### src/hw/acu_defines.svh
`ifndef ACU_DEFINES_SVH
`define ACU_DEFINES_SVH

// Register byte offsets.
`define ACU_OFS_CTRL 8'h00
`define ACU_OFS_RPT 8'h04
`define ACU_OFS_CNT 8'h08
`define ACU_OFS_ACC 8'h0c
`define ACU_OFS_FLT 8'h10
`define ACU_OFS_STAT 8'h14
`define ACU_OFS_MASK 8'h18

// Control register fields.
`define ACU_CTRL_MODE_LSB 0
`define ACU_CTRL_MODE_MSB 2
`define ACU_CTRL_DSEN 3
`define ACU_CTRL_SHIFT_LSB 4
`define ACU_CTRL_SHIFT_MSB 6
`define ACU_CTRL_CLR 7

// Status and mask register fields.
`define ACU_ST_DONE 0
`define ACU_ST_THR 1
`define ACU_ST_OVF 2
`define ACU_ST_W 3

// Reset value, counter maximum and accumulator limit.
`define ACU_RST_RPT 8'h00
`define ACU_CNT_MAX 8'hff
`define ACU_ACC_MAX 18'h0ffff

`endif

### src/hw/acu_pkg.sv
package acu_pkg;

    // Post-conversion processing modes.
    typedef enum logic [2:0] {
        ACU_MD_BASIC = 3'b000,
        ACU_MD_ACCUM = 3'b001,
        ACU_MD_AVG = 3'b010,
        ACU_MD_BURST = 3'b011,
        ACU_MD_LPF = 3'b100
    } acu_mode_t;

    // Burst sequencer states.
    typedef enum logic [0:0] {
        ACU_BST_IDLE = 1'b0,
        ACU_BST_RUN = 1'b1
    } acu_burst_t;

endpackage : acu_pkg

### src/hw/acu_top.sv
`timescale 1ns/10ps
`default_nettype none
`include "acu_defines.svh"

module acu_top
    import acu_pkg::*;
#(
    parameter int RES_W = 10
) (
    input wire logic ref_clk,
    input wire logic rst_b,
    // APB slave.
    input wire logic psel,
    input wire logic penable,
    input wire logic pwrite,
    input wire logic [7:0] paddr,
    input wire logic [31:0] pwdata,
    output logic [31:0] prdata,
    output logic pready,
    output logic pslverr,
    // Converter core side.
    input wire logic trigger_event,
    input wire logic result_valid,
    input wire logic [RES_W-1:0] sample_first,
    input wire logic [RES_W-1:0] sample_second,
    input wire logic threshold_met,
    output logic conversion_retrigger,
    output logic threshold_test_due,
    output logic irq
);

    // ------------------------------------------------------------------
    // Register state.
    // ------------------------------------------------------------------
    acu_mode_t compute_mode_select;
    logic double_sample_enable;
    logic [2:0] shift_amount;
    logic accumulator_clear_request;
    logic [7:0] repeat_target;
    logic [7:0] sample_count;
    logic [15:0] accumulator_value;
    logic [15:0] filter_output_register;
    logic conversion_done_flag;
    logic threshold_flag;
    logic accumulator_overflow_flag;
    logic [`ACU_ST_W-1:0] irq_mask;
    acu_burst_t burst_state;

    logic [15:0] next_acc;
    logic sum_overflow;
    logic [7:0] next_count;
    logic wr_en;
    logic rd_en;
    logic addr_hit;
    logic trig_clears;
    logic test_now;
    logic [15:0] acc_base;
    logic [7:0] cnt_base;
    logic [`ACU_ST_W-1:0] status_vec;
    logic [`ACU_ST_W-1:0] w1c;

    // Saturating increment of the sample counter.
    function automatic logic [7:0] sat_inc(input logic [7:0] v);
        if (v == `ACU_CNT_MAX) begin
            sat_inc = v;
        end else begin
            sat_inc = v + 8'h01;
        end
    endfunction : sat_inc

    // Address decode shared by reads and writes.
    function automatic logic is_mapped(input logic [7:0] a);
        case (a)
            `ACU_OFS_CTRL, `ACU_OFS_RPT, `ACU_OFS_CNT, `ACU_OFS_ACC,
            `ACU_OFS_FLT, `ACU_OFS_STAT, `ACU_OFS_MASK: is_mapped = 1'b1;
            default: is_mapped = 1'b0;
        endcase
    endfunction : is_mapped

    // ------------------------------------------------------------------
    // APB handshake.
    // ------------------------------------------------------------------

    // Every access completes in its first access cycle.
    assign pready = psel & penable;
    assign addr_hit = is_mapped(paddr);
    assign pslverr = psel & penable & ~addr_hit;
    assign wr_en = psel & penable & pwrite & addr_hit;
    assign rd_en = psel & ~penable & ~pwrite;
    assign w1c = wr_en && (paddr == `ACU_OFS_STAT) ? pwdata[`ACU_ST_W-1:0] : '0;
    assign status_vec = {accumulator_overflow_flag, threshold_flag, conversion_done_flag};

    // Read data is captured in the setup cycle and held through the access.
    always_ff @(posedge ref_clk or negedge rst_b) begin
        if (!rst_b) begin
            prdata <= 32'h0000_0000;
        end else if (rd_en) begin
            case (paddr)
                `ACU_OFS_CTRL: prdata <= {24'h0, accumulator_clear_request, shift_amount,
                                          double_sample_enable, compute_mode_select};
                `ACU_OFS_RPT: prdata <= {24'h0, repeat_target};
                `ACU_OFS_CNT: prdata <= {24'h0, sample_count};
                `ACU_OFS_ACC: prdata <= {16'h0, accumulator_value};
                `ACU_OFS_FLT: prdata <= {16'h0, filter_output_register};
                `ACU_OFS_STAT: prdata <= {29'h0, status_vec};
                `ACU_OFS_MASK: prdata <= {29'h0, irq_mask};
                default: prdata <= 32'h0000_0000;
            endcase
        end
    end

    // ------------------------------------------------------------------
    // Configuration registers.
    // ------------------------------------------------------------------

    // Mode, double-sample, shift and repeat target written by software.
    always_ff @(posedge ref_clk or negedge rst_b) begin
        if (!rst_b) begin
            compute_mode_select <= ACU_MD_BASIC;
            double_sample_enable <= 1'b0;
            shift_amount <= 3'h0;
            repeat_target <= `ACU_RST_RPT;
            irq_mask <= '0;
        end else if (wr_en) begin
            if (paddr == `ACU_OFS_CTRL) begin
                compute_mode_select <= acu_mode_t'(pwdata[`ACU_CTRL_MODE_MSB:`ACU_CTRL_MODE_LSB]);
                double_sample_enable <= pwdata[`ACU_CTRL_DSEN];
                shift_amount <= pwdata[`ACU_CTRL_SHIFT_MSB:`ACU_CTRL_SHIFT_LSB];
            end
            if (paddr == `ACU_OFS_RPT) begin
                repeat_target <= pwdata[7:0];
            end
            if (paddr == `ACU_OFS_MASK) begin
                irq_mask <= pwdata[`ACU_ST_W-1:0];
            end
        end
    end

    // Clear request is set by software and dropped once clearing is done.
    always_ff @(posedge ref_clk or negedge rst_b) begin
        if (!rst_b) begin
            accumulator_clear_request <= 1'b0;
        end else if (accumulator_clear_request) begin
            accumulator_clear_request <= 1'b0;
        end else if (wr_en && paddr == `ACU_OFS_CTRL) begin
            accumulator_clear_request <= pwdata[`ACU_CTRL_CLR];
        end
    end

    // ------------------------------------------------------------------
    // Computation datapath.
    // ------------------------------------------------------------------

    // A trigger starts a fresh set in burst mode, and in average mode once a test has been done.
    always_comb begin
        case (compute_mode_select)
            ACU_MD_AVG: trig_clears = trigger_event && (sample_count >= repeat_target);
            ACU_MD_BURST: trig_clears = trigger_event;
            default: trig_clears = 1'b0;
        endcase
    end

    // A result arriving with its trigger sees the already cleared set.
    assign acc_base = trig_clears ? 16'h0000 : accumulator_value;
    assign cnt_base = trig_clears ? 8'h00 : sample_count;
    assign next_count = sat_inc(cnt_base);

    acu_accum_alu #(
        .RES_W(RES_W)
    ) u_alu (
        .mode(compute_mode_select),
        .double_sample_enable(double_sample_enable),
        .shift_amount(shift_amount),
        .sample_first(sample_first),
        .sample_second(sample_second),
        .acc_in(acc_base),
        .acc_out(next_acc),
        .overflow(sum_overflow)
    );

    // Decides whether the result just processed is due for a threshold test.
    always_comb begin
        test_now = 1'b0;
        if (result_valid) begin
            case (compute_mode_select)
                ACU_MD_BASIC: test_now = 1'b1;
                ACU_MD_ACCUM: test_now = 1'b1;
                ACU_MD_AVG: test_now = (next_count >= repeat_target);
                ACU_MD_BURST: test_now = (next_count >= repeat_target);
                ACU_MD_LPF: test_now = (next_count >= repeat_target);
                default: test_now = 1'b0;
            endcase
        end
    end

    // Accumulator and counter; a software clear takes priority over a sample.
    always_ff @(posedge ref_clk or negedge rst_b) begin
        if (!rst_b) begin
            accumulator_value <= 16'h0000;
            sample_count <= 8'h00;
        end else if (accumulator_clear_request) begin
            accumulator_value <= 16'h0000;
            sample_count <= 8'h00;
        end else if (result_valid && compute_mode_select != ACU_MD_BASIC) begin
            accumulator_value <= next_acc;
            sample_count <= next_count;
        end else if (trig_clears) begin
            accumulator_value <= 16'h0000;
            sample_count <= 8'h00;
        end
    end

    // Scaled copy of the accumulator after each sample outside basic mode.
    always_ff @(posedge ref_clk or negedge rst_b) begin
        if (!rst_b) begin
            filter_output_register <= 16'h0000;
        end else if (result_valid && compute_mode_select != ACU_MD_BASIC) begin
            filter_output_register <= next_acc >> shift_amount;
        end
    end

    // Burst sequencer asks the core for another conversion until the target.
    always_ff @(posedge ref_clk or negedge rst_b) begin
        if (!rst_b) begin
            burst_state <= ACU_BST_IDLE;
            conversion_retrigger <= 1'b0;
        end else begin
            conversion_retrigger <= 1'b0;
            case (burst_state)
                ACU_BST_IDLE: begin
                    if (compute_mode_select == ACU_MD_BURST && trigger_event) begin
                        burst_state <= ACU_BST_RUN;
                    end
                end
                ACU_BST_RUN: begin
                    if (compute_mode_select != ACU_MD_BURST || accumulator_clear_request) begin
                        burst_state <= ACU_BST_IDLE;
                    end else if (result_valid) begin
                        if (next_count < repeat_target) begin
                            conversion_retrigger <= 1'b1;
                        end else begin
                            burst_state <= ACU_BST_IDLE;
                        end
                    end
                end
                default: burst_state <= ACU_BST_IDLE;
            endcase
        end
    end

    // Test strobe to the threshold comparator, one cycle per due test.
    always_ff @(posedge ref_clk or negedge rst_b) begin
        if (!rst_b) begin
            threshold_test_due <= 1'b0;
        end else begin
            threshold_test_due <= test_now;
        end
    end

    // ------------------------------------------------------------------
    // Sticky flags and interrupt.
    // ------------------------------------------------------------------

    // Done flag; a new conversion wins over a write-one clear.
    always_ff @(posedge ref_clk or negedge rst_b) begin
        if (!rst_b) begin
            conversion_done_flag <= 1'b0;
        end else if (result_valid) begin
            conversion_done_flag <= 1'b1;
        end else if (w1c[`ACU_ST_DONE]) begin
            conversion_done_flag <= 1'b0;
        end
    end

    // Threshold flag is set by the comparator outcome, or by a set overflow flag, one cycle after the test strobe.
    always_ff @(posedge ref_clk or negedge rst_b) begin
        if (!rst_b) begin
            threshold_flag <= 1'b0;
        end else if (threshold_test_due && (threshold_met || accumulator_overflow_flag)) begin
            threshold_flag <= 1'b1;
        end else if (w1c[`ACU_ST_THR]) begin
            threshold_flag <= 1'b0;
        end
    end

    // Overflow flag; cleared by the clear request or a write-one clear.
    always_ff @(posedge ref_clk or negedge rst_b) begin
        if (!rst_b) begin
            accumulator_overflow_flag <= 1'b0;
        end else if (accumulator_clear_request) begin
            accumulator_overflow_flag <= 1'b0;
        end else if (result_valid && compute_mode_select != ACU_MD_BASIC && sum_overflow) begin
            accumulator_overflow_flag <= 1'b1;
        end else if (w1c[`ACU_ST_OVF]) begin
            accumulator_overflow_flag <= 1'b0;
        end
    end

    // Level interrupt while any unmasked flag is set.
    always_ff @(posedge ref_clk or negedge rst_b) begin
        if (!rst_b) begin
            irq <= 1'b0;
        end else begin
            irq <= |(status_vec & irq_mask);
        end
    end

endmodule : acu_top

`default_nettype wire

### src/hw/acu_accum_alu.sv
`timescale 1ns/10ps
`default_nettype none
`include "acu_defines.svh"

// ----------------------------------------------------------------------
// Accumulator arithmetic for one processed sample.
// ----------------------------------------------------------------------
module acu_accum_alu
    import acu_pkg::*;
#(
    parameter int RES_W = 10
) (
    input wire acu_mode_t mode,
    input wire logic double_sample_enable,
    input wire logic [2:0] shift_amount,
    input wire logic [RES_W-1:0] sample_first,
    input wire logic [RES_W-1:0] sample_second,
    input wire logic [15:0] acc_in,
    output logic [15:0] acc_out,
    output logic overflow
);

    logic signed [17:0] addend;
    logic signed [17:0] acc_ext;
    logic signed [17:0] decay;
    logic signed [17:0] sum;

    // Chooses the single sample or the second-minus-first difference.
    always_comb begin
        if (double_sample_enable) begin
            addend = $signed({1'b0, 17'(sample_second)}) - $signed({1'b0, 17'(sample_first)});
        end else begin
            addend = $signed({1'b0, 17'(sample_first)});
        end
    end

    // Plain accumulation, or a first-order recursive filter in low-pass mode.
    always_comb begin
        acc_ext = $signed({2'b00, acc_in});
        decay = $signed({2'b00, acc_in >> shift_amount});
        if (mode == ACU_MD_LPF) begin
            sum = acc_ext + addend - decay;
        end else begin
            sum = acc_ext + addend;
        end
        acc_out = sum[15:0];
        overflow = (sum > $signed(`ACU_ACC_MAX));
    end

endmodule : acu_accum_alu

`default_nettype wire

### config.mk
export PLATFORM = sky130hd
export DESIGN_NAME = acu_top
export DESIGN_NICKNAME = d
export VERILOG_FILES = /design/src/hw/acu_pkg.sv /design/src/hw/acu_top.sv /design/src/hw/acu_accum_alu.sv
export VERILOG_INCLUDE_DIRS = /design/src /design/src/hw
export SDC_FILE = /design/constraint.sdc
export NUM_CORES = 1
export LEC_CHECK = 0
export BUFFER_PORTS_ARGS = -buffer_cell sky130_fd_sc_hd__buf_2
export CORE_UTILIZATION = 40
export DETAILED_ROUTE_END_ITERATION = 16
export REMOVE_ABC_BUFFERS = 1
export SYNTH_ARGS = -nofsm -noshare
export SYNTH_HDL_FRONTEND = slang
export SYNTH_SLANG_ARGS = --single-unit
### constraint.sdc
create_clock -name ref_clk -period 15 [get_ports ref_clk]
set_input_delay 1.5 -clock ref_clk [delete_from_list [all_inputs] [get_ports ref_clk]]
set_output_delay 1.5 -clock ref_clk [all_outputs]
set_load 0.005 [all_outputs]
* Word level (Yosys, flattened, before mapping)
Cells that the tools add are included.
W data, S select, Z words.
** Storage, ports and cells
- Memories :: 0
- Memory bits (read-only) :: 0
- Input port bits :: 68
- Latch bits :: 0
- Output and inout port bits :: 37
- Register bits :: 98
- RAM bits :: 0
** Cells by class
- Mux-type cells :: 32
- Bitwise logic cells :: 11
- Reduce and logical (&&, ||, !) cells :: 22
- Equality and inequality tests :: 12
- Multiply operators :: 0
- Magnitude comparators :: 4
- $add $sub $neg :: 4
- Shift operators :: 2
- Divide/modulo/power cells :: 0
** Operator list (number)
- $pmux W16 S7 :: 1
- $mux W16 :: 3
- $mux W18 :: 2
- $mux W8 :: 4
- $shr A16 B3 Y16 :: 2
- $eq A8 B5 Y1 const B :: 3
- $add A17 B18 Y18 :: 1
- $gt A18 B17 Y1 const B :: 1
- $mux W1 :: 18
- $sub A18 B17 Y18 :: 1
- $eq A8 B4 Y1 const B :: 2
- $ge A8 B8 Y1 :: 2
- $sub A10 B10 Y11 :: 1
- $add A8 B1 Y8 const B :: 1
- $eq A8 B3 Y1 const B :: 1
- $eq A8 B8 Y1 const B :: 1
- $logic_not A8 Y1 :: 1
- $lt A8 B8 Y1 :: 1
- $logic_and A1 B1 Y1 :: 7
- $reduce_or A7 Y1 :: 1
- $and A1 B1 Y1 :: 6
- $eq A3 B2 Y1 const B :: 2
- $pmux W1 S2 :: 3
- $reduce_and A2 Y1 :: 3
- 12 further kinds :: 19

* Depth between registers and ports, before layout
Gate-level depths: netlist of run 1.
- Word-level depth :: 11
- Depth in mapped cells :: 28
- Mapped depth without buffers :: 28

* By module
Synthesis of run 1 repeated with hierarchy kept, for this count alone.
** Unflattened totals
- Cell total of the unflattened synthesis :: 905
- Area total of the unflattened synthesis :: 7743.7 um^2
** By module, submodules not included
- acu_top :: cells an instance 513, area an instance 4956.0 um^2, instances 1, seq. area each 2052.0 um^2
- acu_accum_alu :: cells an instance 392, area an instance 2787.7 um^2, instances 1, seq. area each 0.0 um^2

* Least setup slack after synthesis of run 1
Ideal clock, no wire load.
- Path type :: input to register
- Start point :: input sample_first[1]
- End point :: register filter_output_register[10]
- Stages on the path :: 27
- Data arrival time :: 6.530 ns
- Data required time :: 14.873 ns
- Library setup time :: 0.127 ns
- Setup slack :: 8.343 ns
- Cells stage by stage :: inv_1 ha_1 nor2b_1 o21ai_0 a21boi_0 o21ai_0 a21boi_0 o21ai_0 a21boi_0 o21ai_0 and4b_1 or3_1 ha_1 a211oi_1 o21a_1 a21oi_1 xor2_1 ha_1 a21oi_1 nand2_1 o21ai_2 o21ai_0 a31o_2 xor2_1 a311oi_2 o21ai_1 a221o_2
** Between the ends
- Longest elaborated chain between the ends :: 6
** RTL lines
- start, declared :: RTL line acu_top.sv:24 : input wire logic [RES_W-1:0] sample_first,
- $sub A10 B10 Y11 :: RTL line acu_accum_alu.sv:31 : addend = $signed({1'b0, 17'(sample_second)}) - $signed({1'b0, 17'(sample_first)});
- $mux W18 * :: RTL line acu_accum_alu.sv:30 : if (double_sample_enable) begin
- $add A17 B18 Y18 * :: RTL line acu_accum_alu.sv:42, acu_accum_alu.sv:44
- $sub A18 B17 Y18 :: RTL line acu_accum_alu.sv:42 : sum = acc_ext + addend - decay;
- $mux W18 * :: RTL line acu_accum_alu.sv:41 : if (mode == ACU_MD_LPF) begin
- $shr A16 B3 Y16 * :: RTL line acu_top.sv:218 : filter_output_register <= next_acc >> shift_amount;
- end signal, assigned :: RTL line acu_top.sv:218
- end, declared :: RTL line acu_top.sv:42 : logic [15:0] filter_output_register;
Every way passes the cells marked *; elsewhere a longest branch is shown, timed or not.
A chain may end at the register's enable or synchronous reset.

* Final worst setup path of run 1
Same ends and word-level chain as after synthesis.

==> impl_metrics.py, run 1 <==
metrics = {
    "pwr": {
        "power_density_mw_per_mm2": 163,
        "p_total_mw": 1.36,
        "p_leak_nw": 3.81,
        "peakVddDrop_mv": 0.0677,
        "switching_power_mw": 0.610,
        "clkPwrFrac_pct": 15.4,
        "p_seq_share_pct": 21.8,
        "sw_frac_of_total_pct": 44.8,
        "comb_power_share_pct": 62.7,
        "internal_power_mw": 0.751,
    },
    "cts": {
        "h-tree-depth": 3,
        "cts_max_path_buffers": 2,
        "cts_buffers": 9,
        "path_clk_slew_ns": 0.06,
        "post_cts_resized": 0,
        "clock_latency_ns": 0.34,
        "post_cts_buffers": 0,
        "root_buffer": "clkbuf_16",
        "cts_tree": "built",
        "cts_hold_buffers": 0,
        "cts_sinks": 82,
    },
    "critical_path": {
        "cp_common_cell": "o21ai_0",
        "startpoint": "sample_first[1]",
        "crit_fanout": 6,
        "start_kind": "input port",
        "rr_worst_depth": 22,
        "crit_buf_inv": 2,
        "cpPeakStageDelay_ns": 0.41,
        "cp.arrival_ns": 7.35,
        "crit_cells": 28,
        "critPathSlowestCell": "a311oi_2",
        "r2r-start": "sample_count[7]",
        "worst-setup-path-type": "input port to flop",
        "critPathCaptureType": "flop",
        "cp.required_ns": 15.23,
        "critical-path-top-delay-family": "compound AO/OA/AOI/OAI gates",
    },
    "placement": {
        "dp.cells": 1165,
        "place.detailed.hpwl_um": 15100,
        "place.gp.congestion": 0.869,
        "portBuffers": 64,
    },
    "floorplan": {
        "fp.dieW_um": 140,
        "coreArea_mm2": 0.0186,
        "initial_core_util_pct": 40.8,
        "die_area_mm2": 0.0196,
        "fp-row-count": 50,
        "io_pins": 105,
        "die_h_um": 140,
    },
    "grt": {
        "grt.overflow.total": 0,
        "grt_usage_pct": 20.9,
        "grt_pass1_wl_um": 32400,
        "antenna_found_initial": 0,
        "grt_pass1_vias": 6221,
        "grt_max_degree": 49,
    },
    "run_status": {
        "status": "finished, violations left",
        "violations": "DRC",
    },
    "routing": {
        "final_antenna_net_count": 0,
        "via_per_inst": 5.66,
        "first_pass_iters": 11,
        "drc": 1,
        "num_vias": 6685,
        "dr.first_iter.drc_count": 338,
        "wire_per_inst_um": 16.8,
        "drt_wl_total_um": 19900,
    },
    "synthesis": {
        "syn_area_per_cell_um2": 8.39,
        "synthSimpleGateAreaFrac_pct": 17.6,
        "synth_top_area_share_pct": 27.0,
        "synth-xor-area-share_pct": 3.80,
        "synth_cells": 906,
        "synth_compound_area_share_pct": 22.7,
        "synth_edf_count": 0,
        "yosysSeqAreaShare_pct": 27.0,
        "synthesis.area_mm2": 0.00760,
        "ys_seq_elements": 82,
        "yosys.area.top_type": "dfrtp_1",
        "synth.area.top_cells": "dfrtp_1 (27%), ha_1 (9.7%), nor2_1 (5.0%), mux2_2 (4.7%), a21oi_1 (4.3%)",
        "synth-adder-area-share_pct": 10.6,
        "ys.flop_type": "dfrtp_1",
        "ys.warnings.count": 0,
        "synth_top_family_by_area": "compound AO/OA/AOI/OAI gates",
        "synthArstFlopShare_pct": 100,
        "synth_cell_types": 78,
        "synthMuxAreaShare_pct": 11.8,
    },
    "finish": {
        "area.growth.synth_to_final_pct": 9.67,
        "fin_cells": 1181,
        "fillCellCount": 1913,
        "finalNetCount": 1072,
        "multi_input_comb_area_mm2": 0.00514,
        "diodes": 0,
        "postLayoutCoreUtil_pct": 44.7,
        "seqCellArea_mm2": 0.00205,
        "drive_above_1_share_pct": 16.3,
    },
    "sta": {
        "tns_ns": 0,
        "maxSlewHeadroom_pct": 28.6,
        "rsz0062_at_grt": "false",
        "min_period_ns": 7.13,
        "worst_slew_pin_slew_ns": 1.06,
        "max_clock_freq_ghz": 0.140,
        "slew_viol_final": 0,
        "min_period_over_period_pct": 47.5,
        "hold_viol": 0,
        "setup_violations": 0,
        "fin_skew_ns": 0.00509,
    },
    "run": {
        "drv_cap": 0,
    },
    "hold_path": {
        "hp-class": "flop to flop",
        "min_path_cells": 1,
        "worstHoldStart": "filter_output_register[0]",
    },
}
-- layout make-up --
| type | instances | area share (%) |
|---|---|---|
| Multi-Input combinational cell | 729 | 61.7 |
| Sequential cell | 82 | 24.6 |
| Timing Repair Buffer | 74 | 4.77 |
| Tap cell | 234 | 3.51 |
| Clock buffer | 12 | 3.08 |
| Inverter | 46 | 2.07 |
| Clock inverter | 4 | 0.315 |
-- kinds of logic after synthesis --
| group | Yosys count |
|---|---|
| other cells | 1 |
| compound gates | 260 |
| buf+inv | 110 |
| flops | 82 |
| xor+xnor | 33 |
| fa+ha+maj | 63 |
| simple gates | 289 |
| mux | 68 |
-- state kept, by name, indices dropped and copies added, names as in the netlist --
register,cells
accumulator_clear_request,1
accumulator_overflow_flag,1
accumulator_value,16
burst_state,1
compute_mode_select,3
conversion_done_flag,1
conversion_retrigger,1
double_sample_enable,1
filter_output_register,16
irq,1
irq_mask,3
prdata,16
repeat_target,8
sample_count,8
shift_amount,3
threshold_flag,1
threshold_test_due,1
-- power groups by stage --
stage	Combinational, mW	Clock (mW)	Sequential [mW]
3_3_place_gp	0.836	0	0.299
6_report	0.854	0.210	0.297
2_1_floorplan	0.666	0	0.287
5_1_grt	0.957	0.225	0.301
3_5_place_dp	0.843	0	0.301
4_1_cts	0.848	0.214	0.297
-- placed cells by master, fill, tap and decap left out, drive strengths merged, types with 6 or more instances in the layout --
cell    synthesis  layout
dfrtp          82      82
nand3          13      13
xnor2          17      17
a22oi          15      15
mux2i          22      22
nand2          85      85
a22o            6       6
a31oi           7       7
buf            27      74
mux4           14      14
conb            1      16
mux2           32      32
a21oi          66      66
o21a           13      13
nand4          11      11
inv            44      44
a21o           10      10
ha             59      59
nor3           16      16
and2           21      21
o211ai          7       7
o21ai          63      63
and3            6       6
xor2           16      16
clkbuf         37      12
nor2          103     103
nor3b           7       7
a211oi         26      26
-- metal layers --
| metal | routed length, um | GRT usage [%] | up-vias |
|---|---|---|---|
| li1 | - | - | 3339 |
| met1 | 10000 | 30.1 | 3165 |
| met2 | 8840 | 33.2 | 163 |
| met3 | 775 | 2.24 | 18 |
| met4 | 222 | 5.15 | 0 |
| met5 | 0 | 0 | - |
-- per-stage QoR --
step / setup WS [ns] / area [um^2] / hold WS, ns
2_1_floorplan: 8.32 / 7350 / 0.449
3_3_place_gp: 7.55 / 8060 / 0.461
3_5_place_dp: 7.49 / 8060 / 0.468
4_1_cts: 7.86 / 8340 / 0.482
5_1_grt: 7.37 / 8340 / 0.504
6_report: 7.87 / 8340 / 0.476
-- worst paths after layout --
| path | to | slack [ns] |
|---|---|---|
| setup / recovery | filter_output_register[10] | 7.87 |
| hold / removal | filter_output_register[0] | 0.48 |
| setup reg to reg | filter_output_register[10] | 8.89 |
| hold reg to reg | filter_output_register[0] | 0.48 |
| max in group asynchronous | accumulator_value[12] | 12.90 |
| min in group asynchronous | shift_amount[0] | 1.10 |
-- synthesized netlist by cell type (6+ instances only) --
| library cell | n |
|---|---|
| nor2_1 | 102 |
| nand2_1 | 85 |
| dfrtp_1 | 82 |
| a21oi_1 | 66 |
| o21ai_0 | 60 |
| ha_1 | 59 |
| inv_1 | 44 |
| clkbuf_1 | 37 |
| mux2_2 | 32 |
| a211oi_1 | 26 |
| mux2i_1 | 22 |
| and2_1 | 20 |
| xnor2_1 | 17 |
| buf_4 | 16 |
| nor3_1 | 16 |
| xor2_1 | 16 |
| a22oi_1 | 15 |
| mux4_2 | 14 |
| nand3_1 | 13 |
| o21a_1 | 13 |
| nand4_1 | 11 |
| a21o_1 | 9 |
| a31oi_1 | 7 |
| nor3b_1 | 7 |
| o211ai_1 | 7 |
| and3_1 | 6 |
| buf_1 | 6 |
No activity file was read; power rests on OpenSTA's default activity.
==> inputs of run 2 (changes only) <==
Settings changed: ABC_AREA set to 1.
Clock period 15 ns to 7.3 ns, I/O delays scaled along.
==> run 2 against run 1 <==
Net effect: the flow now finishes without violations; combinational power fell by 69%; global-route usage rose by 0.85 points; synthesized cell count rose by 27%; critical path depth rose by 13; first-iteration DRC count rose by 37%; die area rose by 2.2%; total power fell by 12%; critical path type unchanged.
==> impl_metrics.py, run 2 <==
metrics = {
    "grt": {
        "grt_pass1_vias": 6965,
        "antenna_found_initial": 0,
        "grt_usage_pct": 21.7,
        "grt_pass1_wl_um": 34500,
        "grt_max_degree": 68,
        "grt.overflow.total": 0,
    },
    "synthesis": {
        "synth_top_area_share_pct": 26.4,
        "synth_cell_types": 57,
        "yosys.area.top_type": "dfrtp_1",
        "synth_cells": 1150,
        "synth-adder-area-share_pct": 10.3,
        "yosysSeqAreaShare_pct": 26.4,
        "synthArstFlopShare_pct": 100,
        "synthSimpleGateAreaFrac_pct": 28.1,
        "ys_seq_elements": 82,
        "synth_edf_count": 0,
        "synth-xor-area-share_pct": 2.88,
        "ys.warnings.count": 0,
        "synth_compound_area_share_pct": 19.1,
        "ys.flop_type": "dfrtp_1",
        "synth_top_family_by_area": "simple AND/OR/NAND/NOR gates",
        "synthMostInstantiatedCell": "nand2_1",
        "synthesis.area_mm2": 0.00777,
        "syn_area_per_cell_um2": 6.76,
        "synth.area.top_cells": "dfrtp_1 (26%), nand2_1 (13%), ha_1 (9.5%), inv_1 (8.4%), o21ai_0 (7.1%)",
        "synthTopCellsByCount": "nand2_1 (278), inv_1 (173), o21ai_0 (111)",
        "synthMuxAreaShare_pct": 0.386,
    },
    "sta": {
        "fin_skew_ns": 0.00419,
        "worst_slew_pin_slew_ns": 0.880,
        "hold_viol": 0,
        "setup_violations": 0,
        "maxSlewHeadroom_pct": 41.1,
        "min_period_ns": 5.43,
        "tns_ns": 0,
        "slew_viol_final": 0,
        "max_clock_freq_ghz": 0.184,
        "rsz0062_at_grt": "false",
        "fin_ws_ns": 1.87,
        "hold_ws_ns": 0.234,
        "min_period_over_period_pct": 74.4,
    },
    "pwr": {
        "p_leak_nw": 4.40,
        "peakVddDrop_mv": 0.111,
        "power_density_mw_per_mm2": 139,
    },
    "placement": {
        "place.detailed.hpwl_um": 16100,
        "place.gp.congestion": 0.900,
        "pre_cts_ws_ns": 1.53,
        "portBuffers": 64,
    },
    "finish": {
        "diodes": 0,
        "area.growth.synth_to_final_pct": 10.3,
        "final_cell_mix": "nand2_1 (278), inv_1 (173), o21ai_0 (111)",
        "reg_top3": "accumulator_value (16), filter_output_register (16), prdata (16)",
        "final_common_cell": "nand2_1",
        "drive_above_1_share_pct": 14.1,
        "finalNetCount": 1327,
    },
    "floorplan": {
        "fp-row-count": 50,
        "fp.dieW_um": 141,
        "io_pins": 105,
        "coreArea_mm2": 0.0189,
        "die_area_mm2": 0.0200,
        "initial_core_util_pct": 41.1,
        "die_h_um": 141,
    },
    "routing": {
        "via_per_inst": 5.07,
        "wire_per_inst_um": 14.2,
        "dr.first_iter.drc_count": 462,
        "num_vias": 7417,
        "drc": 0,
        "drt_wl_total_um": 20800,
        "first_pass_iters": 5,
        "final_antenna_net_count": 0,
    },
    "critical_path": {
        "crit_fanout": 5,
        "worst-setup-path-type": "input port to flop",
        "critPathSlowestCell": "ha_1",
        "cp.required_ns": 7.59,
        "cp_common_cell": "nand2_1",
        "critical-path-top-delay-family": "simple AND/OR/NAND/NOR gates",
        "cp.arrival_ns": 5.72,
        "cpPeakStageDelay_ns": 0.36,
        "critPathCaptureType": "flop",
        "start_kind": "input port",
        "crit_buf_inv": 7,
    },
    "cts": {
        "cts_hold_buffers": 0,
        "path_clk_slew_ns": 0.06,
        "clock_latency_ns": 0.34,
        "cts_buffers": 9,
        "cts_max_path_buffers": 2,
        "post_cts_resized": 0,
        "post_cts_buffers": 0,
        "cts_tree": "built",
        "root_buffer": "clkbuf_16",
        "cts_sinks": 82,
        "h-tree-depth": 3,
    },
    "hold_path": {
        "hp-class": "input port to asynchronous set/reset pin",
    },
    "run_status": {
        "status": "finished, final reports clean",
    },
    "run": {
        "drv_cap": 0,
    },
}
## run 2: kinds of logic (layout without fill, tap and decap cells)
group,Yosys count,in the layout
and+or+nand+nor,486,486
AOI/OAI and AO/OA,252,252
buffers and inverters,241,278
DFF,82,82
adders and majority gates,62,62
xor gates and xnor gates,23,23
muxes,3,3
other,1,16
## run 2: final timing paths
| check | from | endpoint | slack [ns] | depth (start not counted) |
|---|---|---|---|---|
| setup / recovery | sample_first[2] | filter_output_register[12] | 1.87 | 41 |
| hold / removal | rst_b | repeat_target[1] | 0.23 | 1 |
| setup reg to reg | repeat_target[0] | filter_output_register[12] | 1.90 | 39 |
| hold reg to reg | prdata[14] | prdata[14] | 0.48 | 2 |
| max in group asynchronous | rst_b | accumulator_value[14] | 5.94 | 2 |
| min in group ref_clk | prdata[14] | prdata[14] | 0.48 | 2 |
## run 2: report_power, final
part	switching, mW	total [mW]	internal [mW]
logic	0.165	0.261	0.0955
registers	0.00754	0.473	0.466
clock network	0.195	0.461	0.266
## run 2: routing by layer
metal	routed length (um)	track usage [%]
met3	1010	2.60
met2	9380	36.0
met4	151	4.64
met5	0	0
met1	10300	30.3
## run 2: metrics by stage
stage / power (mW) / utilization [%] / std cells / area [um^2]
global placement: 0.737 / 43.8 / 1446 / 8280
CTS: 1.20 / 45.4 / 1462 / 8570
floorplan: 0.670 / - / 1111 / 7540
detailed placement: 0.742 / 43.8 / 1446 / 8280
finish: 1.19 / 45.4 / 1462 / 8570
global route: 1.26 / 45.4 / 1462 / 8570
## run 2: area by class of cell
cell class	count	area, um^2
fillers	2037	10300
multi-input cells	842	4790
flip-flops and latches	82	2050
inverters	187	702
repair buffers	75	405
well taps	260	325
clock buffers	10	229
clock inverters	6	66.3
## run 2: worst reg2reg max path: cells and delay by family (launching register included)
family          cells  cell delay (ns)
compound gates      3             0.28
fa+ha+maj           4             1.33
flops               1             0.43
buf+inv             5             0.68
xor+xnor            1             0.19
simple gates       26             2.40
==> inputs of run 3 (changes only) <==
Clock period 7.3 ns to 5.6 ns, I/O delays scaled along.
==> run 3 against run 2 <==
Net effect: global-route usage shrank 0.24 points; critical endpoint is now filter_output_register[8]; die area unchanged; flip-flop and latch count did not move; wire length barely moved; design area is 1.1% higher; sequential share of layout area down 0.25 points; combinational power grew 34%; clock skew grew 0.0025 ns; worst setup slack worse by 1.3 ns; core utilization grew 0.48 points; critical path depth decreased by 3; non-clock buffer count rose by 6.
==> impl_metrics.py, run 3 (same netlist as run 2, synthesis figures left out) <==
metrics = {
    "run_status": {
        "status": "finished, final reports clean",
    },
    "critical_path": {
        "critPathCaptureType": "flop",
        "start_kind": "flop",
        "critPathSlowestCell": "dfrtp_1",
        "worst-setup-path-type": "flop to flop",
        "rr_endpoint": "filter_output_register[8]",
        "rrSetupSlack_ns": 0.54,
        "crit_fanout": 13,
        "rr_worst_depth": 38,
        "r2r-start": "repeat_target[0]",
        "cp.required_ns": 5.84,
        "cp_common_cell": "nand2_1",
        "cpPeakStageDelay_ns": 0.43,
        "cp.arrival_ns": 5.30,
    },
    "finish": {
        "final_common_cell": "nand2_1",
        "fillCellCount": 2007,
        "finalNetCount": 1333,
        "area.growth.synth_to_final_pct": 11.4,
        "final_cell_mix": "nand2_1 (278), inv_1 (173), o21ai_0 (109)",
        "fin_cells": 1468,
        "diodes": 0,
        "reg_top3": "accumulator_value (16), filter_output_register (16), prdata (16)",
        "drive_above_1_share_pct": 15.3,
    },
    "grt": {
        "grt.overflow.total": 0,
        "antenna_found_initial": 0,
        "grt_usage_pct": 21.5,
        "grt_pass1_wl_um": 34200,
        "grt_pass1_vias": 6836,
        "grt_max_degree": 62,
    },
    "placement": {
        "place.detailed.hpwl_um": 16200,
        "place.gp.congestion": 0.906,
        "dp.cells": 1452,
        "portBuffers": 64,
    },
    "cts": {
        "h-tree-depth": 3,
        "cts_tree": "built",
        "cts_sinks": 82,
        "cts_max_path_buffers": 2,
        "path_clk_slew_ns": 0.06,
        "root_buffer": "clkbuf_16",
        "cts_buffers": 9,
        "clock_latency_ns": 0.35,
        "post_cts_buffers": 0,
        "cts_hold_buffers": 0,
    },
    "hold_path": {
        "hp-class": "input port to asynchronous set/reset pin",
    },
    "routing": {
        "dr.first_iter.drc_count": 454,
        "drt_wl_total_um": 20800,
        "wire_per_inst_um": 14.2,
        "num_vias": 7412,
        "first_pass_iters": 5,
        "drc": 0,
        "via_per_inst": 5.05,
        "final_antenna_net_count": 0,
    },
    "sta": {
        "max_clock_freq_ghz": 0.197,
        "min_period_over_period_pct": 90.4,
        "setup_violations": 0,
        "rsz0062_at_grt": "false",
        "worst_slew_pin_slew_ns": 0.877,
        "tns_ns": 0,
        "fin_skew_ns": 0.00671,
        "min_period_ns": 5.06,
        "slew_viol_final": 0,
        "maxSlewHeadroom_pct": 41.3,
        "hold_viol": 0,
    },
    "pwr": {
        "sw_frac_of_total_pct": 31.1,
        "power_density_mw_per_mm2": 182,
        "comb_power_share_pct": 22.2,
        "switching_power_mw": 0.490,
        "internal_power_mw": 1.08,
        "clkPwrFrac_pct": 38.6,
        "p_seq_share_pct": 39.2,
        "p_leak_nw": 4.43,
        "peakVddDrop_mv": 0.161,
    },
    "floorplan": {
        "die_area_mm2": 0.0200,
        "fp-row-count": 50,
        "io_pins": 105,
        "die_h_um": 141,
        "initial_core_util_pct": 41.1,
        "fp.dieW_um": 141,
        "coreArea_mm2": 0.0189,
    },
    "run": {
        "drv_cap": 0,
    },
}
-- run 3: changes by cell type in the layout (fill, tap and decap cells not counted), sizes merged --
cell  previous run  this run
buf             75        81
-- run 3: what timing repair did --
item | 4_1_cts | 5_1_grt
endpoints found under the setup margin | 0 | 16
hold endpoints to repair | 0 | 0
resized for setup | 0 | 14
-- run 3: area by class of cell --
type                    count  area, um^2  area share [%]
clock buffers              10         229            2.64
clock inverters             6        66.3           0.766
inverters                 187         704            8.13
multi-input cells         842        4830            55.8
flip-flops and latches     82        2050            23.7
well taps                 260         325            3.76
repair buffers             81         450            5.20
-- run 3: per-stage QoR --
| step | worst slack [ns] | area [um^2] | utilization, % | power, mW | hold slack [ns] |
|---|---|---|---|---|---|
| global placement | 0.161 | 8320 | 44.0 | 0.964 | 0.461 |
| CTS | 0.282 | 8620 | 45.6 | 1.57 | 0.108 |
| detailed placement | 0.0655 | 8320 | 44.0 | 0.969 | 0.465 |
| global route | 0.0230 | 8660 | 45.8 | 1.65 | 0.120 |
| floorplan | 0.735 | 7540 | - | 0.874 | 0.264 |
| finish | 0.536 | 8660 | 45.8 | 1.57 | 0.0977 |
-- run 3: power by group through the flow --
stage / Combinational, mW / Sequential, mW / Clock [mW]
6_report: 0.350 / 0.617 / 0.607
5_1_grt: 0.401 / 0.618 / 0.635
4_1_cts: 0.342 / 0.617 / 0.610
3_5_place_dp: 0.341 / 0.628 / 0
3_3_place_gp: 0.336 / 0.628 / 0
2_1_floorplan: 0.249 / 0.625 / 0
-- run 3: worst max-delay path: cells and delay by family (launching register included) --
| family | cells | cell delay, ns |
|---|---|---|
| AND/OR/NAND/NOR | 24 | 1.84 |
| buffers and inverters | 5 | 0.54 |
| adder cells (fa/ha/maj) | 4 | 1.28 |
| flip-flops | 1 | 0.43 |
| XOR/XNOR | 1 | 0.23 |
| AO/OA/AOI/OAI | 4 | 0.63 |
-- run 3: metal layers --
layer  vias to the layer above  track usage [%]  routed length (um)
li1                       3829                -                   -
met1                      3404             29.8               10500
met2                       165             35.7                9340
met3                        14             2.77                 825
met4                         0             4.58                 193
met5                         -                0                   0
-- run 3: worst max-delay path by stage --
| stage | start | endpoint | slack [ns] |
|---|---|---|---|
| after floorplan | sample_first[2] | filter_output_register[15] | 0.73 |
| after global placement | sample_first[2] | accumulator_overflow_flag | 0.16 |
| after detailed placement | sample_first[2] | accumulator_overflow_flag | 0.07 |
| after CTS | repeat_target[7] | filter_output_register[5] | 0.28 |
| after global routing | sample_first[2] | filter_output_register[8] | 0.02 |
| final | repeat_target[0] | filter_output_register[8] | 0.54 |
